$ cat config.mk
export PLATFORM = sky130hd
export DESIGN_NAME = crmh_handler_flat
export DESIGN_NICKNAME = d
export VERILOG_FILES = /design/src/crmh_pkg.sv /design/src/crmh_link_if.sv /design/src/crmh_handler.sv /design/src/flat_wrapper.sv
export SDC_FILE = /design/constraint.sdc
export NUM_CORES = 1
export LEC_CHECK = 0
export ABC_AREA = 1
export BUFFER_PORTS_ARGS = -buffer_cell sky130_fd_sc_hd__buf_2
export CAP_MARGIN = 20
export CORE_ASPECT_RATIO = 0.9
export CORE_MARGIN = 10
export CORE_UTILIZATION = 50
export CTS_BUF_LIST = sky130_fd_sc_hd__clkbuf_8
export DETAILED_ROUTE_END_ITERATION = 16
export GPL_TIMING_DRIVEN = 0
export PLACE_DENSITY = 0.71
export SYNTH_ARGS = -nofsm -noshare
export SYNTH_HDL_FRONTEND = slang
export SYNTH_SLANG_ARGS = --single-unit
$ cat constraint.sdc
create_clock -name clock_in -period 5.9 [get_ports clock_in]
set_input_delay 0.295 -clock clock_in [delete_from_list [all_inputs] [get_ports clock_in]]
set_output_delay 0.295 -clock clock_in [all_outputs]
set_load 0.02 [all_outputs]
$ cat src/crmh_pkg.sv
package crmh_pkg;
    // Token stream: 8-bit payload plus control-token flag
    localparam int TOK_W = 8;
    localparam logic [7:0] CT_WRITE = 8'hc0;   // 192
    localparam logic [7:0] CT_READ = 8'hc1;    // 193
    localparam logic [7:0] CT_END = 8'h01;
    localparam logic [7:0] CT_ACK = 8'h03;
    localparam logic [7:0] CT_NACK = 8'h04;
    localparam logic [7:0] NOREPLY_LSB = 8'hff;
    // Field lengths in bytes
    localparam logic [2:0] RET_BYTES = 3'h3;
    localparam logic [2:0] REG_BYTES = 3'h2;
    localparam logic [2:0] DATA_BYTES = 3'h4;
    // Register file of the device end
    localparam int NREGS = 8;
    localparam logic [7:0] REG_WRITABLE = 8'h7f;  // entry 7 is read-only
    localparam logic [31:0] REG_RESET = 32'h0000_0000;
    localparam logic [31:0] RO_VALUE = 32'h0000_0001; // arbitrary value
    // Processor-status resource identifier forming
    localparam int PS_SHIFT = 8;
    localparam logic [31:0] PS_RES_TYPE = 32'h0000_000b;
    // Destination address low parts
    localparam logic [15:0] TILE_DEST_LOW = 16'hc20c;
    localparam logic [15:0] NODE_DEST_LOW = 16'hc30c;
endpackage : crmh_pkg

$ cat src/crmh_link_if.sv
`timescale 1ns/10ps
// Two token channels: request (requester to handler) and reply
interface crmh_link_if;
    logic req_valid;
    logic req_ready;
    logic req_ctrl;
    logic [7:0] req_data;
    logic rsp_valid;
    logic rsp_ready;
    logic rsp_ctrl;
    logic [7:0] rsp_data;
    modport handler (
        input req_valid, req_ctrl, req_data, rsp_ready,
        output req_ready, rsp_valid, rsp_ctrl, rsp_data
    );
    modport requester (
        output req_valid, req_ctrl, req_data, rsp_ready,
        input req_ready, rsp_valid, rsp_ctrl, rsp_data
    );
endinterface : crmh_link_if

$ cat src/crmh_handler.sv
`timescale 1ns/10ps
module crmh_handler (
    // Clock and reset
    input wire logic clock_in,
    input wire logic rst_n_in,
    // Token link
    crmh_link_if.handler link,
    // Status
    output logic busy_out,
    output logic [23:0] last_return_out
);
    import crmh_pkg::*;

    typedef enum logic [3:0] {
        CRMH_IDLE = 4'h0,
        CRMH_RET = 4'h1,
        CRMH_REG = 4'h2,
        CRMH_DATA = 4'h3,
        CRMH_END = 4'h4,
        CRMH_HEAD = 4'h5,
        CRMH_RDATA = 4'h6,
        CRMH_TAIL = 4'h7,
        CRMH_DROP = 4'h8
    } crmh_state_t;

    crmh_state_t state_reg, state_next;
    logic is_write_reg, is_write_next;
    logic [2:0] cnt_reg, cnt_next;
    logic [23:0] ret_reg, ret_next;
    logic [15:0] regn_reg, regn_next;
    logic [31:0] data_reg, data_next;
    logic ok_reg, ok_next;
    logic [NREGS*32-1:0] regs_reg, regs_next;
    logic [31:0] rd_word;
    logic reg_valid, reg_writable;
    logic req_fire, rsp_fire;

    //----------------------------------------------------------------
    // Register storage
    //----------------------------------------------------------------
    // Indexed read; last entry is a fixed read-only word
    always_comb begin
        reg_valid = (regn_reg < 16'(NREGS));
        reg_writable = reg_valid && REG_WRITABLE[regn_reg[2:0]];
        rd_word = regs_reg[regn_reg[2:0]*32 +: 32];
        if (regn_reg[2:0] == 3'h7) begin
            rd_word = RO_VALUE;
        end
    end

    assign req_fire = link.req_valid && link.req_ready;
    assign rsp_fire = link.rsp_valid && link.rsp_ready;
    // Request side stalls while a reply is going out
    assign link.req_ready = (state_reg <= CRMH_END) ||
                            (state_reg == CRMH_DROP);
    assign busy_out = (state_reg != CRMH_IDLE);
    assign last_return_out = ret_reg;

    //----------------------------------------------------------------
    // Parser and reply sequencer
    //----------------------------------------------------------------
    always_comb begin
        state_next = state_reg;
        is_write_next = is_write_reg;
        cnt_next = cnt_reg;
        ret_next = ret_reg;
        regn_next = regn_reg;
        data_next = data_reg;
        ok_next = ok_reg;
        regs_next = regs_reg;
        link.rsp_valid = 1'b0;
        link.rsp_ctrl = 1'b1;
        link.rsp_data = CT_END;
        case (state_reg)
            CRMH_IDLE: begin
                if (req_fire && link.req_ctrl &&
                    (link.req_data == CT_WRITE ||
                     link.req_data == CT_READ)) begin
                    is_write_next = (link.req_data == CT_WRITE);
                    cnt_next = RET_BYTES;
                    state_next = CRMH_RET;
                end
            end
            CRMH_RET: begin
                if (req_fire) begin
                    if (link.req_ctrl) begin
                        state_next = CRMH_DROP;
                    end else begin
                        ret_next = {ret_reg[15:0], link.req_data};
                        cnt_next = cnt_reg - 3'h1;
                        if (cnt_reg == 3'h1) begin
                            cnt_next = REG_BYTES;
                            state_next = CRMH_REG;
                        end
                    end
                end
            end
            CRMH_REG: begin
                // register number shifted in high byte first
                if (req_fire) begin
                    if (link.req_ctrl) begin
                        state_next = CRMH_DROP;
                    end else begin
                        regn_next = {regn_reg[7:0], link.req_data};
                        cnt_next = cnt_reg - 3'h1;
                        if (cnt_reg == 3'h1) begin
                            cnt_next = DATA_BYTES;
                            state_next = is_write_reg ? CRMH_DATA
                                                      : CRMH_END;
                        end
                    end
                end
            end
            CRMH_DATA: begin
                if (req_fire) begin
                    if (link.req_ctrl) begin
                        state_next = CRMH_DROP;
                    end else begin
                        data_next = {data_reg[23:0], link.req_data};
                        cnt_next = cnt_reg - 3'h1;
                        if (cnt_reg == 3'h1) begin
                            state_next = CRMH_END;
                        end
                    end
                end
            end
            CRMH_END: begin
                // closing token 1 commits the request
                if (req_fire) begin
                    if (link.req_ctrl && link.req_data == CT_END) begin
                        ok_next = is_write_reg ? reg_writable : reg_valid;
                        if (is_write_reg && reg_writable) begin
                            regs_next[regn_reg[2:0]*32 +: 32] = data_reg;
                        end
                        if (!is_write_reg) begin
                            data_next = rd_word;
                        end
                        cnt_next = DATA_BYTES;
                        state_next = CRMH_HEAD;
                        // all-ones low byte on a write skips the reply
                        if (is_write_reg &&
                            ret_reg[7:0] == NOREPLY_LSB) begin
                            state_next = CRMH_IDLE;
                        end
                    end else begin
                        // Any other closer spoils the whole message
                        state_next = CRMH_DROP;
                    end
                end
            end
            CRMH_HEAD: begin
                link.rsp_valid = 1'b1;
                link.rsp_data = ok_reg ? CT_ACK : CT_NACK;
                if (rsp_fire) begin
                    state_next = (ok_reg && !is_write_reg) ? CRMH_RDATA
                                                           : CRMH_TAIL;
                end
            end
            CRMH_RDATA: begin
                link.rsp_valid = 1'b1;
                link.rsp_ctrl = 1'b0;
                link.rsp_data = data_reg[31:24];
                if (rsp_fire) begin
                    data_next = {data_reg[23:0], 8'h00};
                    cnt_next = cnt_reg - 3'h1;
                    if (cnt_reg == 3'h1) begin
                        state_next = CRMH_TAIL;
                    end
                end
            end
            CRMH_TAIL: begin
                link.rsp_valid = 1'b1;
                if (rsp_fire) begin
                    state_next = CRMH_IDLE;
                end
            end
            CRMH_DROP: begin
                // Malformed message: discard up to its end token
                if (req_fire && link.req_ctrl &&
                    link.req_data == CT_END) begin
                    state_next = CRMH_IDLE;
                end
            end
            default: begin
                state_next = CRMH_IDLE;
            end
        endcase
    end

    // State registers
    always_ff @(posedge clock_in or negedge rst_n_in) begin
        if (!rst_n_in) begin
            state_reg <= CRMH_IDLE;
            is_write_reg <= 1'b0;
            cnt_reg <= 3'h0;
            ret_reg <= 24'h000000;
            regn_reg <= 16'h0000;
            data_reg <= 32'h0000_0000;
            ok_reg <= 1'b0;
            regs_reg <= {NREGS{REG_RESET}};
        end else begin
            state_reg <= state_next;
            is_write_reg <= is_write_next;
            cnt_reg <= cnt_next;
            ret_reg <= ret_next;
            regn_reg <= regn_next;
            data_reg <= data_next;
            ok_reg <= ok_next;
            regs_reg <= regs_next;
        end
    end
endmodule : crmh_handler

$ cat src/flat_wrapper.sv
// flat-port wrapper written by rule: the top's interface ports become plain ports
module crmh_handler_flat import crmh_pkg::*;
  (clock_in, rst_n_in, busy_out, last_return_out, link_req_valid, link_req_ctrl, link_req_data, link_rsp_ready, link_req_ready, link_rsp_valid, link_rsp_ctrl, link_rsp_data);
  crmh_link_if link_i ();
  input wire logic clock_in;
  input wire logic rst_n_in;
  output logic busy_out;
  output logic [23:0] last_return_out;
  input wire logic [$bits(link_i.req_valid)-1:0] link_req_valid;
  input wire logic [$bits(link_i.req_ctrl)-1:0] link_req_ctrl;
  input wire logic [$bits(link_i.req_data)-1:0] link_req_data;
  input wire logic [$bits(link_i.rsp_ready)-1:0] link_rsp_ready;
  output wire logic [$bits(link_i.req_ready)-1:0] link_req_ready;
  output wire logic [$bits(link_i.rsp_valid)-1:0] link_rsp_valid;
  output wire logic [$bits(link_i.rsp_ctrl)-1:0] link_rsp_ctrl;
  output wire logic [$bits(link_i.rsp_data)-1:0] link_rsp_data;
  assign link_i.req_valid = link_req_valid;
  assign link_i.req_ctrl = link_req_ctrl;
  assign link_i.req_data = link_req_data;
  assign link_i.rsp_ready = link_rsp_ready;
  assign link_req_ready = link_i.req_ready;
  assign link_rsp_valid = link_i.rsp_valid;
  assign link_rsp_ctrl = link_i.rsp_ctrl;
  assign link_rsp_data = link_i.rsp_data;
  crmh_handler u_core (.clock_in(clock_in), .rst_n_in(rst_n_in), .link(link_i), .busy_out(busy_out), .last_return_out(last_return_out));
endmodule
; Yosys cells after proc, flatten, opt, wreduce, memory -nomap -nowiden
; Memories as Yosys holds them, arrays and structs flattened.
; Cells that the tools add are included.
[op_classes]
shift = 3
eq_ne = 32
bitwise_logic = 1
magnitude_cmp = 3
addsub = 2
n_reduce_logical = 26
n_mux = 49
[op_table]
columns = cell, n
row1 = bitwise mux 256 bit, 1
row2 = "variable shift 32 x 34 -> 256 bit, first input constant", 1
row3 = variable part select 256 x 9 -> 32 bit, 1
row4 = variable part select 32 x 34 -> 256 bit, 1
row5 = 2-to-1 mux 32 bit, 7
row6 = case mux 32 bit (3 select lines), 1
row7 = 2-to-1 mux 4 bit, 17
row8 = 2-to-1 mux 3 bit, 15
row9 = case mux 4 bit (9 select lines), 1
row10 = negation 8 -> 34 bit, 1
row11 = "== test 8 bit, second input constant", 3
row12 = "!= test 2 x 1 -> 1 bit, second input constant", 10
row13 = case mux 3 bit (6 select lines), 1
row14 = "== test 4 x 3 -> 1 bit, second input constant", 4
row15 = "< comparator 16 x 4 -> 1 bit, second input constant", 1
row16 = case mux 8 bit (2 select lines), 1
row17 = AND reduction 13 bit, 1
row18 = AND reduction 11 bit, 1
row19 = logical AND 1 bit, 10
row20 = "!= test 2 bit, second input constant", 5
row21 = "!= test 3 x 2 -> 1 bit, second input constant", 3
row22 = AND reduction 3 bit, 3
row23 = "== test 4 x 2 -> 1 bit, second input constant", 2
row24 = "== test 8 x 1 -> 1 bit, second input constant", 1
row25 = 19 further kinds, 24
[word_totals]
out_inout_bits = 36
n_memories = 1
mem_bits_ro = 8
reg_bits = 337
in_bits = 13
word_cells = 125
[mem_list]
columns = memory, words, word_bits, rd, rd_clocked_by_memory_dff, write_ports, line
row1 = (no name shown), 8, 1, 1, 0, 0, crmh_handler.sv:44  ; reg_writable = reg_valid && REG_WRITABLE[regn_reg[2:0]];

; Depth between registers and ports, before layout
; Gate-level depths: netlist of run 1.
[depth]
ltp_word = 7
depth_mapped = 16
ltp_nobuf = 11

; Worst setup path before layout of run 1
; No wires, ideal clock.
[synth_timing]
path_type = register to register
from = reg u_core.regn_reg[0]
to = reg u_core.regs_reg[162]
path_stages_with_launch = 13
t_arrival_ns = 2.613
path_buffers = 5
synth_period_minus_slack_ns = 2.732
required_ns = 5.781
setup_ns = 0.119
path_slack_ns = 3.168
cell_sequence = dfrtp_1 -> buf_2 -> inv_2 -> buf_2 -> buf_1 -> ha_1 -> ha_1 -> buf_2 -> nor3_2 -> nand4_1 -> clkbuf_1 -> nand2_1 -> nand2_1
[synth_between]
elab_chain_cells = 5
word_cells_on_any_way = 10
classes_between = add/sub: 1 / order compare: 1 / shift: 2 / mux: 2 / reduce/logical: 3 / memory: 1
[synth_lines]
columns = element, line
row1 = start: declaration, crmh_handler.sv:30  ; logic [15:0] regn_reg, regn_next;
row2 = start signal: assignment, crmh_handler.sv:206  ; regn_reg <= regn_next;
row3 = "parallel branches: the longest is 5 deep, another holds negation 8 -> 34 bit", n/a
row4 = end signal: assignment, crmh_handler.sv:200  ; regs_reg <= {NREGS{REG_RESET}};
row5 = end signal: assignment, crmh_handler.sv:209  ; regs_reg <= regs_next;
row6 = end: declaration, crmh_handler.sv:33  ; logic [NREGS*32-1:0] regs_reg, regs_next;
; Parallel ways; which one is timed is not known. The select of a mux whose other input is x is not followed.
; A chain may end at the register's enable or synchronous reset.

; Worst setup path after layout of run 1
[layout_timing]
from = reg u_core.regn_reg[0]
to = reg u_core.regs_reg[7]
; The elaborated chain is that of the path after synthesis.

==> results of run 1 <==
## synth_stat cells, drive strengths merged, types with 2 or more instances
master and n:
nand2 782, nand4 299, buf 102, o211ai 41, nor4 3, a21oi 30
o21ai 197, clkbuf 129, ha 7, o22ai 3, nor3 92, inv 109
dfrtp 337, nor2 350, o21bai 2, nand3 132
## cell families after synthesis
kind of cell    synth area share [%]
simple gates                    39.2
xor+xnor                      0.0466
fa+ha+maj                      0.466
buf+inv                         7.45
flops                           44.9
compound gates                  7.99
## where the power goes
part | switching (mW) | leakage, nW | internal, mW | total (mW)
clock network | 1.06 | 0.658 | 1.13 | 2.20
registers | 0.360 | 4.56 | 2.51 | 2.87
logic | 4.12 | 5.28 | 0.970 | 5.10
total | 5.55 | 10.5 | 4.61 | 10.2
## cell type report
type | count | share of cell area, %
Inverter | 110 | 1.98
Clock buffer | 75 | 4.94
Timing Repair Buffer | 53 | 1.63
Buffer | 231 | 4.71
Antenna cell | 1 | 0.0120
Sequential cell | 337 | 40.4
Tap cell | 483 | 2.89
Clock inverter | 24 | 0.575
Multi-Input combinational cell | 1943 | 42.9
## final timing paths
check | from | to | slack, ps | cells past startpoint
worst max-delay path | u_core.regn_reg[0] | u_core.regs_reg[7] | 1130 | 13
worst min-delay path | link_req_data[1] | u_core.data_reg[1] | 20 | 5
worst max register to register | u_core.regn_reg[0] | u_core.regs_reg[7] | 1130 | 13
worst min register to register | u_core.last_return_out[20] | u_core.last_return_out[20] | 470 | 2
max in group asynchronous | rst_n_in | u_core.regs_reg[118] | 4070 | 4
min in group asynchronous | rst_n_in | u_core.state_reg[1] | 230 | 2
## worst reg2reg max path: cells and delay by family, from the launching register on
family                   cells  cell delay [ps]
flip-flops                   1              430
adder cells (fa/ha/maj)      2              430
AND/OR/NAND/NOR              4             1380
buffers and inverters        7             2390
## layout by cell type, fill, tap and decap left out, drive strengths merged, types with 30 or more instances in the layout
cell / netlist / layout
nand3: 132 / 132
clkbuf: 129 / 204
nor2: 350 / 350
a21oi: 30 / 30
o21ai: 197 / 197
buf: 102 / 151
nand2: 782 / 782
nand4: 299 / 299
dfrtp: 337 / 337
inv: 109 / 127
nor3: 92 / 92
o211ai: 41 / 41
## routing by layer
layer	vias up	share of wire, %	track usage [%]	wire length, um
met2	1437	41	51.6	34600
li1	9014	-	-	-
met4	2	7.3	23.4	6260
met1	9855	40	49.0	34000
met3	326	12	10.7	10400
met5	-	0.012	0	10
## stage by stage
step	TNS, ps	utilization, %	total power, mW	std cells
2_1_floorplan	0	-	5.60	2621
3_3_place_gp	-672650	52.8	7.59	3151
3_5_place_dp	0	53.0	7.67	3153
4_1_cts	0	56.2	9.83	3256
5_1_grt	0	56.2	10.5	3257
6_report	0	56.2	10.2	3257
## repair_timing
item                      CTS  global route
hold endpoints to repair  111             0
hold buffers                4             0
gates resized for setup     0             0
==> impl_metrics.tcl, run 1 <==
set metrics [dict create \
    synth.area.top_cells "dfrtp_1, nand2_1, nand4_1, nor2_1, o21ai_0" \
    cts_tree "yes" \
    synth_top_area_share_pct 44.9 \
    multi_input_area_sq_um 8950 \
    syn-num-nets 2641 \
    fill_cells 3693 \
    p_leak_nw 10.5 \
    wl_per_cell_um 26.2 \
    drv_slew 0 \
    crit_required_ps 6450 \
    yosysWarnings 0 \
    largest_reg_flops 256 \
    hpwlAfterDp_um 65500 \
    post_cts_buffers 0 \
    pre_cts_ws_ps 1350 \
    path_buf_inv 7 \
    critical_path.cell_chain "buf_2, inv_2, buf_2, buf_1, ha_1, ha_1, clkbuf_1, inv_1, nor4_2, nand3_1, buf_2, nand2_1, nand2_1" \
    ys_seq_area_share_pct 44.9 \
    worstPathArrival_ps 5320 \
    cts_buffers 57 \
    setup_viol 0 \
    cp_max_fo 11 \
    gr-total-overflow 0 \
    fp-row-count 67 \
    synth.ff_latch_count 337 \
    regArea_sq_um 8430 \
    clkSinkCount 337 \
    synth_cells 2621 \
    crit_type "flip-flop to flip-flop" \
    syn_area_sq_um 18800 \
    critPathMostFrequentCell "buf_2" \
    drc 0 \
    cp_slowest_cell "nor4_2" \
    io_buffers 47 \
    viasPerCell 6.34 \
    synth_edf_count 0 \
    max_freq_ghz 0.210 \
    vdd_drop_max_mv 0.366 \
    fin_hold_ws_ps 16.6 \
    rsz0062_at_grt "false" \
    synth_top_cell_by_area "dfrtp_1" \
    ioPinCount 49 \
    die_width_um 224 \
    detail_route.wirelength_um 85300 \
    area.growth.synth_to_final_pct 11.2 \
    fin_ws_ps 1130 \
    cts_buffer_depth 3 \
    grt_usage_pct 36.8 \
    worst_slew_pin_slew_ps 1240 \
    grt_pass1_vias 19100 \
    dieArea_sq_um 45700 \
    clk_pin_slew_ps 60 \
    status "completed" \
    final.min_clock_period_ps 4770 \
    die_y_um 204 \
    drt_iter0_drc 3207 \
    drive_gt1_share_pct 8.40 \
    grt_pass1_wl_um 124000 \
    hold_class "input port to flip-flop" \
    min_period_over_period_pct 80.8 \
    cts_max_level 2 \
    drt-pass1-iter-count 6 \
    synth.distinct_cells 32 \
    grt_max_degree 123 \
    power_density_nw_per_um2 486 \
    start_util_pct 50.6 \
    fin_worst_skew_ps 50.2 \
    crit_family "buffers and inverters" \
    antenna_found_initial 2 \
    vias 20600 \
    ant_nets 0 \
    fin_area_sq_um 20900 \
    synth_flop_cell "dfrtp_1" \
    avgSynthCellArea_sq_um 7.17 \
    num-nets-final 2753 \
    core_area_sq_um 37100 \
    place_congestion 1.07 \
    synthArstFlopShare_pct 100 \
    postPlaceCellArea_sq_um 19700 \
    insertion_delay_ps 720 \
    relSlewSlack_pct 17.6 \
    worstSetupEndpointType "flip-flop" \
    hold_viol 0 \
    max_cap_violations 0 \
    critPathMaxStageDelay_ps 810 \
    clk_root_buffer_cell "clkbuf_8" \
    critPathLaunchType "flip-flop" \
]
Power figures use the tool's default switching activity.
==> run 2, diff against run 1 <==
==> constraint.sdc (replaced) <==
create_clock -name clock_in -period 4.5 [get_ports clock_in]
set_input_delay 0.225 -clock clock_in [delete_from_list [all_inputs] [get_ports clock_in]]
set_output_delay 0.225 -clock clock_in [all_outputs]
set_load 0.02 [all_outputs]
==> impl_metrics.tcl, run 2 (synthesis gave the netlist of run 1 again) <==
set metrics [dict create \
    status "completed" \
    p_leak_nw 10.5 \
    post_cts_buffers 0 \
    worstPathArrival_ps 4870 \
    ant_nets 0 \
    netSwitchingFraction_pct 54.5 \
    final_cells 3260 \
    internal_power_mw 6.04 \
    relSlewSlack_pct 18.6 \
    cts_buffers 57 \
    ioPinCount 49 \
    wl_met1_um 33900 \
    top_layer "met4" \
    fin_ws_ps 225 \
    layout_common_cells "nand2_1, nor2_1, dfrtp_1, nand4_1, o21ai_0" \
    path_buf_inv 5 \
    regArea_sq_um 8430 \
    post_cts_resize_count 0 \
    drt-pass1-iter-count 7 \
    worst_slew_pin_slew_ps 1220 \
    start_util_pct 50.6 \
    critPathMaxStageDelay_ps 740 \
    detail_route.wirelength_um 85100 \
    cts_buffer_depth 3 \
    setup_tns_ps 0 \
    max_freq_ghz 0.234 \
    grt_usage_pct 36.8 \
    min_period_over_period_pct 95.0 \
    totalPowerFinal_mw 13.3 \
    viasPerCell 6.31 \
    min_from "link_req_ctrl" \
    hold_class "input port to flip-flop" \
    multi_input_area_sq_um 8950 \
    die_y_um 204 \
    io_buffers 47 \
    drv_slew 0 \
    post-route-util_pct 56.4 \
    dieArea_sq_um 45700 \
    drive_gt1_share_pct 8.39 \
    die_width_um 224 \
    clk_root_buffer_cell "clkbuf_8" \
    final_common_cell "nand2_1" \
    place_congestion 1.07 \
    gr-total-overflow 0 \
    comb_power_share_pct 50.1 \
    crit_required_ps 5090 \
    wl_met2_um 34600 \
    power_density_nw_per_um2 636 \
    cp_slowest_cell "clkbuf_1" \
    hpwlAfterDp_um 65500 \
    grt_max_degree 123 \
    fin_worst_skew_ps 50.7 \
    grt_pass1_wl_um 124000 \
    critPathLaunchType "flip-flop" \
    worstReg2RegStart "u_core.regn_reg[2]" \
    grt_pass1_vias 19100 \
    area.growth.synth_to_final_pct 11.4 \
    pre_cts_ws_ps -46.7 \
    crit_family "buffers and inverters" \
    insertion_delay_ps 720 \
    critical_path.cell_chain "buf_2, inv_2, clkbuf_1, ha_1, buf_2, nor3_2, nand4_1, clkbuf_1, nand2_1, nand2_1" \
    p_seq_share_pct 28.3 \
    cp_max_fo 10 \
    final.min_clock_period_ps 4270 \
    wl_per_cell_um 26.1 \
    vdd_drop_max_mv 0.471 \
    min_path_cells 5 \
    worstSetupEndpointType "flip-flop" \
    clkPwrFrac_pct 21.6 \
    largest_reg_flops 256 \
    reg2reg_depth 10 \
    core_area_sq_um 37100 \
    fp-row-count 67 \
    drt_iter0_drc 3263 \
    dr_wl_met3_um 10500 \
    dp.cells 3153 \
    cts_max_level 2 \
    rsz0062_at_grt "false" \
    hold_viol 0 \
    setup_viol 0 \
    fill_cells 3691 \
    r2r_slack_ps 230 \
    vias 20600 \
    drc 0 \
    clkSinkCount 337 \
    reg2reg_to "u_core.regs_reg[220]" \
    num-nets-final 2756 \
    holdPathEnd "u_core.is_write_reg" \
    crit_type "flip-flop to flip-flop" \
    antenna_found_initial 1 \
    cts_tree "yes" \
    max_cap_violations 0 \
    clk_pin_slew_ps 60 \
    switchingPower_mw 7.25 \
]
run 2: final cells by class:
| cell class | count | share of cell area (%) |
|---|---|---|
| clock inverters | 24 | 0.574 |
| plain buffers | 229 | 4.67 |
| flip-flops and latches | 337 | 40.3 |
| well taps | 483 | 2.89 |
| inverters | 110 | 1.98 |
| repair buffers | 58 | 1.87 |
| diodes | 1 | 0.0120 |
| clock buffers | 75 | 4.93 |
| multi-input cells | 1943 | 42.8 |
run 2: metrics by stage:
stage	cell area (sq um)	hold WS [ps]
floorplan	18800	-70.6
global placement	19600	450
detailed placement	19700	332
CTS	20900	54.7
global route	20900	120
finish	20900	84.7
run 2: routing by layer:
layer / track usage, % / vias to the layer above
met1: 49.1 / 9792
li1: - / 9044
met3: 10.7 / 312
met4: 23.2 / 0
met2: 51.6 / 1425
met5: 0 / -
run 2: power groups by stage:
stage | clock [mW] | combinational (mW) | sequential (mW)
after floorplan | 0 | 3.68 | 3.67
after global placement | 0 | 6.18 | 3.77
after detailed placement | 0 | 6.27 | 3.78
after CTS | 2.86 | 6.30 | 3.73
after global routing | 3.00 | 7.00 | 3.76
final | 2.88 | 6.66 | 3.76
run 2: worst max-delay path by stage:
stage | from | end | cells after the start
6_report | u_core.regn_reg[2] | u_core.regs_reg[220] | 10
3_3_place_gp | rst_n_in | u_core.regs_reg[221] | 1
4_1_cts | u_core.regn_reg[1] | u_core.regs_reg[220] | 11
5_1_grt | u_core.regn_reg[0] | u_core.regs_reg[5] | 12
3_5_place_dp | u_core.regn_reg[0] | u_core.regs_reg[220] | 12
2_1_floorplan | u_core.regn_reg[0] | u_core.regs_reg[162] | 12
run 2: worst register-to-register path, cell delays in order, from the launching register on:
cell and delay, ps:
dfrtp_1 350, buf_2 240, inv_2 270, clkbuf_1 740
ha_1 410, buf_2 240, nor3_2 730, nand4_1 580
clkbuf_1 400, nand2_1 140, nand2_1 70
run 2: repair_timing:
item / CTS / global route
cloned: 0 / 0
hold buffers: 9 / 0
endpoints found under the hold margin: 126 / 0
setup endpoints to repair: 1 / 83
